$ cat src/hw/asc_defs.svh
/*
 Constants for the active/standby changeover link: widths, timing, codes.
 Assumes a single 10 MHz clock shared by both ends of the link.
*/
`ifndef ASC_DEFS_SVH
`define ASC_DEFS_SVH

`define ASC_TYPE_W 4
`define ASC_PAIR_W 4
`define ASC_CFG_W 8
`define ASC_COD_W 8
`define ASC_TMR_W 10

// Clock period and sequence times in ns
`define ASC_CLK_NS 100
`define ASC_COD_NS 1000
`define ASC_TEST_NS 100000

`define ASC_SLOT_PRI 1'b0
`define ASC_SLOT_SEC 1'b1
`define ASC_SLICES 3

`endif

$ cat src/hw/asc_pkg.sv
/*
 Types shared by the supervisor end and the module end.
 Assumes asc_defs.svh is on the include path.
*/
`include "asc_defs.svh"

package asc_pkg;

    typedef enum logic [1:0] {
        ROLE_OFFLINE,
        ROLE_STANDBY,
        ROLE_MAINTAIN,
        ROLE_ACTIVE
    } asc_role_t;

    typedef enum logic [1:0] {
        CLR_OFF,
        CLR_GREEN,
        CLR_RED,
        CLR_AMBER
    } asc_color_t;

    typedef struct packed {
        asc_color_t color;
        logic flash;
    } asc_ind_t;

endpackage

$ cat src/hw/asc_link_if.sv
/*
 Link between the changeover supervisor and one redundant I/O module.
 Assumes both ends run on the same clock; no clocking here.
*/
`timescale 1ns/10ps
`include "asc_defs.svh"

interface asc_link_if;
    // Supervisor to module
    asc_pkg::asc_role_t role;
    logic cfg_valid;
    logic [`ASC_CFG_W-1:0] cfg_word;
    logic cod_valid;
    logic [`ASC_COD_W-1:0] cod_word_in;
    logic cod_xfer;
    logic changeover;
    logic energise;
    // Module to supervisor
    logic seated;
    logic [`ASC_TYPE_W-1:0] type_code;
    logic [`ASC_PAIR_W-1:0] pair_id;
    logic sw_closed;
    logic sw_open;
    logic fault;
    logic shut;
    logic configured;
    logic selftest_ok;
    logic [`ASC_COD_W-1:0] cod_word_out;

    modport supervisor (
        output role, cfg_valid, cfg_word, cod_valid, cod_word_in, cod_xfer,
        output changeover, energise,
        input seated, type_code, pair_id, sw_closed, sw_open, fault, shut,
        input configured, selftest_ok, cod_word_out
    );

    modport module_end (
        input role, cfg_valid, cfg_word, cod_valid, cod_word_in, cod_xfer,
        input changeover, energise,
        output seated, type_code, pair_id, sw_closed, sw_open, fault, shut,
        output configured, selftest_ok, cod_word_out
    );
endinterface

$ cat src/hw/asc_supervisor.sv
/*
 Changeover supervisor for one module pair: picks the Active module,
 educates modules, runs the changeover sequence and reverts on failure.
 Assumes the primary link on lnk_pri, the spare link on lnk_sec, and a
 reset push button on an asynchronous pin.
*/
// Behaviour
// - Primary normally Active, secondary normally Standby; here the secondary stays Offline until a changeover attempt makes it Standby
// - Fault moves control to fitted spare automatically
// - Without spare, keep running on Active module
// - Shut module: health red, roles red flash
// - Shutdown cleared only by removal and reinsertion
// - Outputs energise only after reset button press
// - At startup primary becomes Active if installed
// - Else dedicated secondary becomes Active
// - Shared secondary never Active at startup
// - Check type and switches, configure, then Active
// - Active reports fault; changeover attempt begins
// - No Standby: keep Active, keep polling
// - Check candidate type, switches and pair link
// - Copy configuration to candidate, make it Standby
// - Active to Maintain, then transfer changeover data
// - Config indicator flashes amber during data transfer
// - Standby becomes Active, old Active becomes Standby
// - Self-test failure reverts both roles
// - Both switches open on Active requests changeover
// - Changeover only onto fault-free module normally
// - Open switches plus reset button forces changeover
// - Status indicator flashes amber during changeover
`timescale 1ns/10ps
`include "asc_defs.svh"

module asc_supervisor #(
    parameter int TEST_NS = `ASC_TEST_NS
) (
    input wire logic i_clk,
    input wire logic i_rst_b,
    input wire logic i_ce,
    asc_link_if.supervisor lnk_pri,
    asc_link_if.supervisor lnk_sec,
    input wire logic i_reset_btn,
    input wire logic i_sec_defined,
    input wire logic i_sec_shared,
    input wire logic [`ASC_TYPE_W-1:0] i_type_code,
    input wire logic [`ASC_PAIR_W-1:0] i_pair_id,
    input wire logic [`ASC_CFG_W-1:0] i_cfg_word,
    output logic o_sys_health,
    output logic o_active_slot,
    output logic o_active_valid,
    output logic o_changeover
);

    localparam int COD_CYC = `ASC_COD_NS / `ASC_CLK_NS;
    localparam int TEST_CYC = TEST_NS / `ASC_CLK_NS;

    typedef enum logic [3:0] {
        S_BOOT,
        S_SELECT,
        S_EDUCATE,
        S_RUN,
        S_SEEK,
        S_LOAD,
        S_MAINT,
        S_COD,
        S_TEST
    } asc_state_t;

    function automatic logic link_ok(input logic seated,
                                     input logic [`ASC_TYPE_W-1:0] code,
                                     input logic [`ASC_TYPE_W-1:0] want,
                                     input logic closed,
                                     input logic shut);
        return seated && (code == want) && closed && !shut;
    endfunction

    asc_state_t state_reg;
    logic act_reg;
    logic oth;
    asc_pkg::asc_role_t role_reg [2];
    logic [1:0] cfg_pulse_reg;
    logic [1:0] cod_pulse_reg;
    logic [`ASC_COD_W-1:0] cod_word_reg;
    logic [`ASC_TMR_W-1:0] tmr_reg;
    logic tmr_done;
    logic btn_meta_reg;
    logic btn_sync_reg;
    logic btn_last_reg;
    logic press;
    logic energise_reg;
    logic force_reg;
    logic busy;
    logic req;
    logic [1:0] ok;
    logic [1:0] seat;
    logic [1:0] fault;
    logic [1:0] sw_open;
    logic [1:0] cfgd;
    logic [1:0] tested;
    logic [1:0] pair_ok;
    logic [`ASC_COD_W-1:0] act_cod;

    assign oth = ~act_reg;
    assign ok[0] = link_ok(lnk_pri.seated, lnk_pri.type_code, i_type_code,
                           lnk_pri.sw_closed, lnk_pri.shut);
    assign ok[1] = link_ok(lnk_sec.seated, lnk_sec.type_code, i_type_code,
                           lnk_sec.sw_closed, lnk_sec.shut);
    assign seat = {lnk_sec.seated, lnk_pri.seated};
    assign fault = {lnk_sec.fault, lnk_pri.fault};
    assign sw_open = {lnk_sec.sw_open, lnk_pri.sw_open};
    assign cfgd = {lnk_sec.configured, lnk_pri.configured};
    assign tested = {lnk_sec.selftest_ok, lnk_pri.selftest_ok};
    assign pair_ok = {lnk_sec.pair_id == i_pair_id, lnk_pri.pair_id == i_pair_id};
    assign act_cod = act_reg ? lnk_sec.cod_word_out : lnk_pri.cod_word_out;
    assign req = fault[act_reg] | sw_open[act_reg];
    assign busy = (state_reg == S_MAINT) || (state_reg == S_COD) ||
                  (state_reg == S_TEST);
    assign tmr_done = (tmr_reg == '0);
    assign press = btn_sync_reg & ~btn_last_reg;

    // Pair sequencing and role bookkeeping
    always_ff @(posedge i_clk or negedge i_rst_b) begin
        if (!i_rst_b) begin
            state_reg <= S_BOOT;
            act_reg <= `ASC_SLOT_PRI;
            role_reg[0] <= asc_pkg::ROLE_OFFLINE;
            role_reg[1] <= asc_pkg::ROLE_OFFLINE;
            cfg_pulse_reg <= 2'h0;
            cod_pulse_reg <= 2'h0;
            cod_word_reg <= '0;
        end else if (i_ce) begin
            cfg_pulse_reg <= 2'h0;
            cod_pulse_reg <= 2'h0;
            unique case (state_reg)
                S_BOOT: begin
                    state_reg <= S_SELECT;
                end
                S_SELECT: begin
                    if (ok[0]) begin
                        act_reg <= `ASC_SLOT_PRI;
                        cfg_pulse_reg[0] <= 1'b1;
                        state_reg <= S_EDUCATE;
                    end else if (ok[1] && i_sec_defined && !i_sec_shared) begin
                        act_reg <= `ASC_SLOT_SEC;
                        cfg_pulse_reg[1] <= 1'b1;
                        state_reg <= S_EDUCATE;
                    end
                end
                S_EDUCATE: begin
                    if (!ok[act_reg]) begin
                        state_reg <= S_SELECT;
                    end else if (cfgd[act_reg]) begin
                        role_reg[act_reg] <= asc_pkg::ROLE_ACTIVE;
                        state_reg <= S_RUN;
                    end
                end
                S_RUN: begin
                    if (!seat[oth]) begin
                        role_reg[oth] <= asc_pkg::ROLE_OFFLINE;
                    end
                    if (!seat[act_reg]) begin
                        role_reg[act_reg] <= asc_pkg::ROLE_OFFLINE;
                        state_reg <= S_SELECT;
                    end else if (req) begin
                        state_reg <= S_SEEK;
                    end
                end
                S_SEEK: begin
                    if (!seat[oth]) begin
                        role_reg[oth] <= asc_pkg::ROLE_OFFLINE;
                    end
                    if (!seat[act_reg]) begin
                        role_reg[act_reg] <= asc_pkg::ROLE_OFFLINE;
                        state_reg <= S_SELECT;
                    end else if (!req) begin
                        state_reg <= S_RUN;
                    end else if (ok[oth] && pair_ok[oth]) begin
                        cfg_pulse_reg[oth] <= 1'b1;
                        state_reg <= S_LOAD;
                    end
                end
                S_LOAD: begin
                    if (!ok[oth]) begin
                        state_reg <= S_SEEK;
                    end else if (cfgd[oth]) begin
                        role_reg[oth] <= asc_pkg::ROLE_STANDBY;
                        state_reg <= S_MAINT;
                    end
                end
                S_MAINT: begin
                    role_reg[act_reg] <= asc_pkg::ROLE_MAINTAIN;
                    cod_word_reg <= act_cod;
                    cod_pulse_reg[oth] <= 1'b1;
                    state_reg <= S_COD;
                end
                S_COD: begin
                    if (tmr_done) begin
                        if (!fault[oth] || force_reg) begin
                            role_reg[oth] <= asc_pkg::ROLE_ACTIVE;
                            act_reg <= oth;
                            state_reg <= S_TEST;
                        end else begin
                            role_reg[act_reg] <= asc_pkg::ROLE_ACTIVE;
                            state_reg <= S_SEEK;
                        end
                    end
                end
                S_TEST: begin
                    if (tested[act_reg]) begin
                        role_reg[oth] <= asc_pkg::ROLE_STANDBY;
                        state_reg <= S_RUN;
                    end else if (tmr_done) begin
                        role_reg[act_reg] <= asc_pkg::ROLE_STANDBY;
                        role_reg[oth] <= asc_pkg::ROLE_ACTIVE;
                        act_reg <= oth;
                        state_reg <= S_RUN;
                    end
                end
            endcase
        end
    end

    // Data transfer and self-test timer
    always_ff @(posedge i_clk or negedge i_rst_b) begin
        if (!i_rst_b) begin
            tmr_reg <= '0;
        end else if (i_ce) begin
            if (state_reg == S_MAINT) begin
                tmr_reg <= `ASC_TMR_W'(COD_CYC - 1);
            end else if (state_reg == S_COD && tmr_done) begin
                tmr_reg <= `ASC_TMR_W'(TEST_CYC - 1);
            end else if (!tmr_done) begin
                tmr_reg <= tmr_reg - `ASC_TMR_W'(1);
            end
        end
    end

    // Reset button, energise and forced changeover
    always_ff @(posedge i_clk or negedge i_rst_b) begin
        if (!i_rst_b) begin
            btn_meta_reg <= 1'b0;
            btn_sync_reg <= 1'b0;
            btn_last_reg <= 1'b0;
            energise_reg <= 1'b0;
            force_reg <= 1'b0;
        end else if (i_ce) begin
            btn_meta_reg <= i_reset_btn;
            btn_sync_reg <= btn_meta_reg;
            btn_last_reg <= btn_sync_reg;
            if (state_reg == S_SELECT) begin
                energise_reg <= 1'b0;
            end else if (press && state_reg != S_EDUCATE && state_reg != S_BOOT) begin
                energise_reg <= 1'b1;
            end
            if (press && sw_open[act_reg] &&
                (state_reg == S_SEEK || state_reg == S_LOAD ||
                 state_reg == S_MAINT || state_reg == S_COD)) begin
                force_reg <= 1'b1;
            end else if (state_reg == S_RUN || state_reg == S_SELECT) begin
                force_reg <= 1'b0;
            end
        end
    end

    assign lnk_pri.role = role_reg[0];
    assign lnk_sec.role = role_reg[1];
    assign lnk_pri.cfg_valid = cfg_pulse_reg[0];
    assign lnk_sec.cfg_valid = cfg_pulse_reg[1];
    assign lnk_pri.cfg_word = i_cfg_word;
    assign lnk_sec.cfg_word = i_cfg_word;
    assign lnk_pri.cod_valid = cod_pulse_reg[0];
    assign lnk_sec.cod_valid = cod_pulse_reg[1];
    assign lnk_pri.cod_word_in = cod_word_reg;
    assign lnk_sec.cod_word_in = cod_word_reg;
    assign lnk_pri.cod_xfer = (state_reg == S_COD);
    assign lnk_sec.cod_xfer = (state_reg == S_COD);
    assign lnk_pri.changeover = busy;
    assign lnk_sec.changeover = busy;
    assign lnk_pri.energise = energise_reg;
    assign lnk_sec.energise = energise_reg;

    assign o_sys_health = energise_reg;
    assign o_active_slot = act_reg;
    assign o_active_valid = (role_reg[act_reg] == asc_pkg::ROLE_ACTIVE);
    assign o_changeover = busy;

endmodule

$ cat src/flat_wrapper.sv
// flat-port wrapper written by rule: the top's interface ports become plain ports
module asc_supervisor_flat 
#(
    parameter int TEST_NS = `ASC_TEST_NS
)
  (i_clk, i_rst_b, i_ce, i_reset_btn, i_sec_defined, i_sec_shared, i_type_code, i_pair_id, i_cfg_word, o_sys_health, o_active_slot, o_active_valid, o_changeover, lnk_pri_role, lnk_pri_cfg_valid, lnk_pri_cfg_word, lnk_pri_cod_valid, lnk_pri_cod_word_in, lnk_pri_cod_xfer, lnk_pri_changeover, lnk_pri_energise, lnk_pri_seated, lnk_pri_type_code, lnk_pri_pair_id, lnk_pri_sw_closed, lnk_pri_sw_open, lnk_pri_fault, lnk_pri_shut, lnk_pri_configured, lnk_pri_selftest_ok, lnk_pri_cod_word_out, lnk_sec_role, lnk_sec_cfg_valid, lnk_sec_cfg_word, lnk_sec_cod_valid, lnk_sec_cod_word_in, lnk_sec_cod_xfer, lnk_sec_changeover, lnk_sec_energise, lnk_sec_seated, lnk_sec_type_code, lnk_sec_pair_id, lnk_sec_sw_closed, lnk_sec_sw_open, lnk_sec_fault, lnk_sec_shut, lnk_sec_configured, lnk_sec_selftest_ok, lnk_sec_cod_word_out);
  asc_link_if lnk_pri_i ();
  asc_link_if lnk_sec_i ();
  input wire logic i_clk;
  input wire logic i_rst_b;
  input wire logic i_ce;
  input wire logic i_reset_btn;
  input wire logic i_sec_defined;
  input wire logic i_sec_shared;
  input wire logic [`ASC_TYPE_W-1:0] i_type_code;
  input wire logic [`ASC_PAIR_W-1:0] i_pair_id;
  input wire logic [`ASC_CFG_W-1:0] i_cfg_word;
  output logic o_sys_health;
  output logic o_active_slot;
  output logic o_active_valid;
  output logic o_changeover;
  output wire logic [$bits(lnk_pri_i.role)-1:0] lnk_pri_role;
  output wire logic [$bits(lnk_pri_i.cfg_valid)-1:0] lnk_pri_cfg_valid;
  output wire logic [$bits(lnk_pri_i.cfg_word)-1:0] lnk_pri_cfg_word;
  output wire logic [$bits(lnk_pri_i.cod_valid)-1:0] lnk_pri_cod_valid;
  output wire logic [$bits(lnk_pri_i.cod_word_in)-1:0] lnk_pri_cod_word_in;
  output wire logic [$bits(lnk_pri_i.cod_xfer)-1:0] lnk_pri_cod_xfer;
  output wire logic [$bits(lnk_pri_i.changeover)-1:0] lnk_pri_changeover;
  output wire logic [$bits(lnk_pri_i.energise)-1:0] lnk_pri_energise;
  input wire logic [$bits(lnk_pri_i.seated)-1:0] lnk_pri_seated;
  input wire logic [$bits(lnk_pri_i.type_code)-1:0] lnk_pri_type_code;
  input wire logic [$bits(lnk_pri_i.pair_id)-1:0] lnk_pri_pair_id;
  input wire logic [$bits(lnk_pri_i.sw_closed)-1:0] lnk_pri_sw_closed;
  input wire logic [$bits(lnk_pri_i.sw_open)-1:0] lnk_pri_sw_open;
  input wire logic [$bits(lnk_pri_i.fault)-1:0] lnk_pri_fault;
  input wire logic [$bits(lnk_pri_i.shut)-1:0] lnk_pri_shut;
  input wire logic [$bits(lnk_pri_i.configured)-1:0] lnk_pri_configured;
  input wire logic [$bits(lnk_pri_i.selftest_ok)-1:0] lnk_pri_selftest_ok;
  input wire logic [$bits(lnk_pri_i.cod_word_out)-1:0] lnk_pri_cod_word_out;
  output wire logic [$bits(lnk_sec_i.role)-1:0] lnk_sec_role;
  output wire logic [$bits(lnk_sec_i.cfg_valid)-1:0] lnk_sec_cfg_valid;
  output wire logic [$bits(lnk_sec_i.cfg_word)-1:0] lnk_sec_cfg_word;
  output wire logic [$bits(lnk_sec_i.cod_valid)-1:0] lnk_sec_cod_valid;
  output wire logic [$bits(lnk_sec_i.cod_word_in)-1:0] lnk_sec_cod_word_in;
  output wire logic [$bits(lnk_sec_i.cod_xfer)-1:0] lnk_sec_cod_xfer;
  output wire logic [$bits(lnk_sec_i.changeover)-1:0] lnk_sec_changeover;
  output wire logic [$bits(lnk_sec_i.energise)-1:0] lnk_sec_energise;
  input wire logic [$bits(lnk_sec_i.seated)-1:0] lnk_sec_seated;
  input wire logic [$bits(lnk_sec_i.type_code)-1:0] lnk_sec_type_code;
  input wire logic [$bits(lnk_sec_i.pair_id)-1:0] lnk_sec_pair_id;
  input wire logic [$bits(lnk_sec_i.sw_closed)-1:0] lnk_sec_sw_closed;
  input wire logic [$bits(lnk_sec_i.sw_open)-1:0] lnk_sec_sw_open;
  input wire logic [$bits(lnk_sec_i.fault)-1:0] lnk_sec_fault;
  input wire logic [$bits(lnk_sec_i.shut)-1:0] lnk_sec_shut;
  input wire logic [$bits(lnk_sec_i.configured)-1:0] lnk_sec_configured;
  input wire logic [$bits(lnk_sec_i.selftest_ok)-1:0] lnk_sec_selftest_ok;
  input wire logic [$bits(lnk_sec_i.cod_word_out)-1:0] lnk_sec_cod_word_out;
  assign lnk_pri_role = lnk_pri_i.role;
  assign lnk_pri_cfg_valid = lnk_pri_i.cfg_valid;
  assign lnk_pri_cfg_word = lnk_pri_i.cfg_word;
  assign lnk_pri_cod_valid = lnk_pri_i.cod_valid;
  assign lnk_pri_cod_word_in = lnk_pri_i.cod_word_in;
  assign lnk_pri_cod_xfer = lnk_pri_i.cod_xfer;
  assign lnk_pri_changeover = lnk_pri_i.changeover;
  assign lnk_pri_energise = lnk_pri_i.energise;
  assign lnk_pri_i.seated = lnk_pri_seated;
  assign lnk_pri_i.type_code = lnk_pri_type_code;
  assign lnk_pri_i.pair_id = lnk_pri_pair_id;
  assign lnk_pri_i.sw_closed = lnk_pri_sw_closed;
  assign lnk_pri_i.sw_open = lnk_pri_sw_open;
  assign lnk_pri_i.fault = lnk_pri_fault;
  assign lnk_pri_i.shut = lnk_pri_shut;
  assign lnk_pri_i.configured = lnk_pri_configured;
  assign lnk_pri_i.selftest_ok = lnk_pri_selftest_ok;
  assign lnk_pri_i.cod_word_out = lnk_pri_cod_word_out;
  assign lnk_sec_role = lnk_sec_i.role;
  assign lnk_sec_cfg_valid = lnk_sec_i.cfg_valid;
  assign lnk_sec_cfg_word = lnk_sec_i.cfg_word;
  assign lnk_sec_cod_valid = lnk_sec_i.cod_valid;
  assign lnk_sec_cod_word_in = lnk_sec_i.cod_word_in;
  assign lnk_sec_cod_xfer = lnk_sec_i.cod_xfer;
  assign lnk_sec_changeover = lnk_sec_i.changeover;
  assign lnk_sec_energise = lnk_sec_i.energise;
  assign lnk_sec_i.seated = lnk_sec_seated;
  assign lnk_sec_i.type_code = lnk_sec_type_code;
  assign lnk_sec_i.pair_id = lnk_sec_pair_id;
  assign lnk_sec_i.sw_closed = lnk_sec_sw_closed;
  assign lnk_sec_i.sw_open = lnk_sec_sw_open;
  assign lnk_sec_i.fault = lnk_sec_fault;
  assign lnk_sec_i.shut = lnk_sec_shut;
  assign lnk_sec_i.configured = lnk_sec_configured;
  assign lnk_sec_i.selftest_ok = lnk_sec_selftest_ok;
  assign lnk_sec_i.cod_word_out = lnk_sec_cod_word_out;
  asc_supervisor #(.TEST_NS(TEST_NS)) u_core (.i_clk(i_clk), .i_rst_b(i_rst_b), .i_ce(i_ce), .lnk_pri(lnk_pri_i), .lnk_sec(lnk_sec_i), .i_reset_btn(i_reset_btn), .i_sec_defined(i_sec_defined), .i_sec_shared(i_sec_shared), .i_type_code(i_type_code), .i_pair_id(i_pair_id), .i_cfg_word(i_cfg_word), .o_sys_health(o_sys_health), .o_active_slot(o_active_slot), .o_active_valid(o_active_valid), .o_changeover(o_changeover));
endmodule
$ cat config.mk
export PLATFORM = sky130hd
export DESIGN_NAME = asc_supervisor_flat
export DESIGN_NICKNAME = d
export VERILOG_FILES = /design/src/hw/asc_pkg.sv /design/src/hw/asc_link_if.sv /design/src/hw/asc_supervisor.sv /design/src/flat_wrapper.sv
export VERILOG_INCLUDE_DIRS = /design/src /design/src/hw
export SDC_FILE = /design/constraint.sdc
export NUM_CORES = 1
export LEC_CHECK = 0
export BUFFER_PORTS_ARGS = -buffer_cell sky130_fd_sc_hd__buf_2
export CAP_MARGIN = 20
export CORE_MARGIN = 1
export CORE_UTILIZATION = 49
export DETAILED_ROUTE_END_ITERATION = 10
export HOLD_SLACK_MARGIN = 0.12
export PLACE_DENSITY = 0.81
export SYNTH_ARGS = -nofsm -noshare
export SYNTH_HDL_FRONTEND = slang
export SYNTH_SLANG_ARGS = --single-unit
$ cat constraint.sdc
create_clock -name i_clk -period 2.8 [get_ports i_clk]
set_input_delay 0.56 -clock i_clk [delete_from_list [all_inputs] [get_ports i_clk]]
set_output_delay 0.56 -clock i_clk [all_outputs]
set_load 0.02 [all_outputs]
## Word-level counts from Yosys, hierarchy flattened

Cells that the tools add are included.

- Flip-flop bits (word level): 36
- Output and inout bits: 50
- Word-level logic and storage cells: 201

- $add $sub $neg: 1
- Magnitude comparators: 7
- Eq/ne operators: 29
- Multiplexer cells: 86
- Bitwise operators: 23
- Reduce and logical (&&, ||, !) cells: 42

Operators with widths:

| cell | count |
|---|---|
| $mux 4 | 30 |
| $mux 1 | 36 |
| $pmux 4 s9 | 1 |
| $mux 10 | 3 |
| $pmux 4 s7 | 1 |
| $mux 2 | 9 |
| $logic_and 1x1->1 | 17 |
| $eq 4x3->1 const B | 4 |
| $eq 4x4->1 | 4 |
| $reduce_and 8->1 | 2 |
| $ne 2x1->1 const B | 7 |
| $and 4x4->4 | 3 |
| $or 4x4->4 | 3 |
| $logic_not 10->1 | 1 |
| $sub 10x1->10 const B | 1 |
| $ne 3x3->1 const B | 3 |
| $eq 4x2->1 const B | 2 |
| $mux 8 | 1 |
| $not 4->4 | 2 |
| $reduce_and 2->1 | 4 |
| $logic_or 1x1->1 | 7 |
| $reduce_and 7->1 | 1 |
| $reduce_bool 7->1 | 1 |
| $and 2x2->2 | 3 |
| 27 further kinds | 42 |

## Depth between registers and ports, before layout

- Word-level depth: 14
- Depth in mapped cells: 10
- Depth with buffers taken out: 8

## Least setup slack after synthesis

No wires, ideal clock.

- Kind: input-to-reg
- From: input lnk_sec_type_code[1]
- To: register u_core.role_reg (netlist bit u_core.lnk_sec.role[0])
- Library setup time: 129 ps
- Data arrival time: 2206 ps
- Data required time: 2671 ps
- Setup slack: 464 ps
- Stages: 6
- Path through: xor2_1 -> nor4_4 -> nand2_2 -> a311o_1 -> or2_4 -> o41a_1

- Longest elaborated chain between the ends: 8

Ends and longest elaborated chain:

| what | RTL line | source |
|---|---|---|
| from (decl) | flat_wrapper.sv:49 | `input wire logic [$bits(lnk_sec_i.type_code)-1:0] lnk_sec_type_code;` |
| $eq 4x4->1 (*) | asc_supervisor.sv:73 | `return seated && (code == want) && closed && !shut;` |
| $logic_and 1x1->1 (*) (3 in a row) | asc_supervisor.sv:73 |  |
| $mux 1 (on tied branches) (2 in a row) | asc_supervisor.sv:182, asc_supervisor.sv:149 |  |
| $ne 2x1->1 (no line) | n/a |  |
| $reduce_and 8->1 (no line) (*) | n/a |  |
| to (signal, indexed assignment) | asc_supervisor.sv:185 | `role_reg[oth] <= asc_pkg::ROLE_STANDBY;` |
| to (signal, indexed assignment) | asc_supervisor.sv:190 | `role_reg[act_reg] <= asc_pkg::ROLE_MAINTAIN;` |
| to (signal, indexed assignment) | asc_supervisor.sv:198 | `role_reg[oth] <= asc_pkg::ROLE_ACTIVE;` |
| to (decl) | asc_supervisor.sv:79 | `asc_pkg::asc_role_t role_reg [2];` |

Every way passes the cells marked *; elsewhere a longest branch is shown, timed or not. The select of a mux whose other input is x is not followed.
A chain may end at the register's enable or synchronous reset.

## Worst setup path in the final report

- From: register u_core.tmr_reg[0]
- To: register u_core.role_reg (netlist bit u_core.lnk_sec.role[0])

- Longest elaborated chain between the ends: 3

Ends and longest elaborated chain:

| what | RTL line | source |
|---|---|---|
| from (decl) | asc_supervisor.sv:83 | `` logic [`ASC_TMR_W-1:0] tmr_reg; `` |
| from (signal assigned) | asc_supervisor.sv:228 | `` tmr_reg <= `ASC_TMR_W'(COD_CYC - 1); `` |
| from (signal assigned) | asc_supervisor.sv:230 | `` tmr_reg <= `ASC_TMR_W'(TEST_CYC - 1); `` |
| from (signal assigned) | asc_supervisor.sv:232 | `` tmr_reg <= tmr_reg - `ASC_TMR_W'(1); `` |
| $logic_not 10->1 (*) | asc_supervisor.sv:117 | `assign tmr_done = (tmr_reg == '0);` |
| $ne 3x2->1 (no line) / $ne 2x1->1 (equally long branches) | n/a |  |
| $reduce_and 8->1 (no line) (*) | n/a |  |
| to (signal, indexed assignment) | asc_supervisor.sv:152 | `role_reg[act_reg] <= asc_pkg::ROLE_ACTIVE;` |
| to (signal, indexed assignment) | asc_supervisor.sv:158 | `role_reg[oth] <= asc_pkg::ROLE_OFFLINE;` |
| to (signal, indexed assignment) | asc_supervisor.sv:161 | `role_reg[act_reg] <= asc_pkg::ROLE_OFFLINE;` |

Every way passes the cells marked *; elsewhere a longest branch is shown, timed or not.

==> qor.csv <==
stage,metric,value,unit
outcome,outcome,finished clean,
clock_tree,CTS H-tree lvls,2,
power_and_ir_drop,Switching Fraction,45.8,%
worst_setup_path,Critical Path AT,2.74,ns
clock_tree,Post-CTS Resized,0,
yosys,yosys warns,0,
global_route,largest net degree at the start of global routing,37,
yosys,"top cells by area, synth","dfrtp_1 (31%), buf_4 (8.2%), mux2i_1 (5.5%), a21oi_1 (4.6%), nor2_1 (4.3%)",
worst_setup_path,reg2reg setup slack,0.23,ns
drt,DRT iter0 DRCs,198,
drt,drt first pass iters,4,
cells_and_area,synthesis-to-finish area growth,14.4,%
min_path,Tightest Hold Check Type,input pin to async pin,
power_and_ir_drop,Clock Power Share,15.0,%
clock_tree,CTS buffer count,5,
clock_tree,postcts setup bufs,0,
worst_setup_path,FF-to-FF End,u_core.lnk_sec.role[0]$_DFFE_PN0P_,
worst_setup_path,critical path launch point,u_core.tmr_reg[0]$_DFFE_PN0P_,
worst_setup_path,"critical path fanouts, max",5,
clock_tree,CTS tree,yes,
drt,post-DR wirelength/cell,15.1,um
timing,RSZ-0062 raised after global routing,no,
drt,drt drc,0,
yosys,sequential area share after synthesis,30.7,%
global_route,first-pass GRT wire length,12.2,mm
yosys,top_reg_cell synth,dfrtp_1,
placement,PortBufs,93,
yosys,Yosys top cell area share,30.7,%
die,Ports,118,
cells_and_area,share of layout cells above drive strength 1,32.5,%
timing,Slew @ Worst Pin,0.782,ns
yosys,Post-synth EDFFs,0,
die,row cnt,27,
timing,Slew headroom,47.9,%
global_route,grt total ovfl,0,
drt,Avg Vias per Cell,5.83,
cells_and_area,n_diodes,0,
power_and_ir_drop,Power Internal,1.66,mW
yosys,Commonest cells post-synth,"dfrtp_1 (36), nor2_1 (34), buf_4 (32), a21oi_1 (27), nand2_1 (19)",
timing,final setup fails,0,
cells_and_area,Largest register FFs,10,
run,max capacitance violation total,0,
yosys,Yosys reg bits,36,
yosys,"count leader, synth",dfrtp_1,
clock_tree,CTS Sinks,36,
timing,Layout Skew,0.00451,ns
placement,Detail Placement HPWL,5.54,mm
clock_tree,Root Buffer,clkbuf_8,
power_and_ir_drop,Comb power frac,53.9,%
cells_and_area,Final Core Density,59.5,%
drt,ANT nets after route,0,
yosys,fraction of registers with async set/reset,100,%
power_and_ir_drop,total power,3.05,mW
worst_setup_path,startpoint class of the critical path,register,
worst_setup_path,FF-to-FF Start,u_core.tmr_reg[0]$_DFFE_PN0P_,
yosys,"Avg Cell Area, Syn",8.32,sq um
die,Die ar.,6310,sq um
yosys,syn_nets,422,
global_route,initial antenna violation count,0,
die,Die H,79.4,um
worst_setup_path,Setup CP Type,register to register,
power_and_ir_drop,worst-case vdd ir drop,0.544,mV
global_route,vias in the first global route,2733,
timing,sum of negative setup slack,0,ns
cells_and_area,nets,483,
worst_setup_path,crit end category,register,
yosys,post-synth top area cell,dfrtp_1,
timing,Tcrit/Tclk final,91.7,%
die,Starting Density,52.1,%
drt,via count,2837,
die,Core Footprint,5640,sq um
power_and_ir_drop,Seq pwr share,31.1,%
clock_tree,clock tree buffer depth,2,
power_and_ir_drop,Pwr per Cell Area,909,nW/um^2
worst_setup_path,Worst R2R Path Depth,8,
power_and_ir_drop,Switching Power,1.40,mW
cells_and_area,final instance area,3360,sq um
yosys,Mapped Cells,353,
timing,Final Hold Fails,0,
timing,Fmax,0.390,GHz
clock_tree,Clock Pin Slew Worst Setup and Hold Paths,0.08,ns
die,Die Wd,79.4,um
drt,Post-Route WL,7.33,mm
placement,RePlAce Congestion,0.919,
timing,max-slew violation count,0,
timing,Final min period,2.57,ns
clock_tree,Hold Buf Count CTS,0,
clock_tree,clk_lat worst skew,0.29,ns
global_route,GRT Util Overall,24.2,%
worst_setup_path,CP required,2.97,ns
yosys,unique cell type count in the Yosys netlist,66,
yosys,Synth Cell Area,2940,sq um
power_and_ir_drop,Leak,1.60,nW
placement,placed cell area,3250,sq um
## placed cells by master (no fill, tap or decap), types with 4 or more instances in the layout
master    Yosys  layout
nand4_1       7       7
a21oi_1      27      27
mux2i_1      16      16
clkbuf_8      0       5
o21ai_0      17      17
nand3_1      11      11
buf_2         9      93
xor2_1       13      13
nor2_1       34      34
nor3_1       11      11
nand2b_1      8       8
dfrtp_1      36      36
mux2_2        9       9
nand2_1      19      19
inv_1        13      13
a31oi_1       5       5
buf_4        32      11
nor3b_1       4       4
## final cells by class
| cell class | count | area, sq um |
|---|---|---|
| clock inverter | 3 | 42.5 |
| timing repair buffer | 104 | 548 |
| sequential | 36 | 901 |
| clock buffer | 5 | 68.8 |
| inverter | 15 | 56.3 |
| fill | 513 | 2280 |
| tap | 72 | 90.1 |
| multi-input combinational | 252 | 1650 |
## worst max-delay path by stage
stage | end | slack (ns) | cells past startpoint
after floorplan | u_core.lnk_sec.role[0]$_DFFE_PN0P_ | 0.46 | 6
after global placement | u_core.lnk_sec.role[0]$_DFFE_PN0P_ | 0.26 | 7
after detailed placement | u_core.lnk_sec.role[0]$_DFFE_PN0P_ | 0.22 | 7
after CTS | u_core.lnk_sec.role[0]$_DFFE_PN0P_ | 0.26 | 8
after global routing | u_core.state_reg[2]$_DFFE_PN0P_ | 0.12 | 6
final | u_core.lnk_sec.role[0]$_DFFE_PN0P_ | 0.23 | 8
## metal layers
layer  share of wire, %  GRT usage [%]  vias up
met4                1.2           6.36        0
met1                 42           29.2     1309
li1                   -              -     1369
met2                 49           44.1      143
met5                  0              0        -
met3                7.8           4.00       16
## cells by family after synthesis
kind of cell / Yosys count / share of synthesized area (%)
DFF: 36 / 30.7
and+or+nand+nor: 117 / 20.8
muxes: 25 / 8.90
buffers and inverters: 65 / 13.0
adders and majority gates: 1 / 0.426
AOI/OAI and AO/OA: 94 / 21.6
xor gates and xnor gates: 15 / 4.47
## through the flow
step / worst slack (ns) / std cells / hold slack (ns)
finish: 0.233 / 487 / 0.346
floorplan: 0.464 / 353 / 0.264
detailed placement: 0.219 / 479 / 0.500
CTS: 0.255 / 487 / 0.376
global placement: 0.263 / 479 / 0.483
global route: 0.121 / 487 / 0.417
## power by group through the flow
stage          logic (mW)  clock network [mW]  registers (mW)
3_3_place_gp         1.59                   0           0.939
2_1_floorplan        1.28                   0           0.970
4_1_cts              1.64               0.466           0.944
6_report             1.65               0.457           0.950
3_5_place_dp         1.63                   0           0.948
5_1_grt              1.81               0.493           0.979
## critical path, stage by stage (launching register included)
cell	delay [ns]
dfrtp_1	0.41
inv_1	0.08
ha_1	0.20
nor3b_1	0.35
and4_1	0.34
o21ai_1	0.13
a31o_2	0.28
or2_4	0.25
o41a_1	0.42
Note: power is estimated with default switching activity, not from simulation.
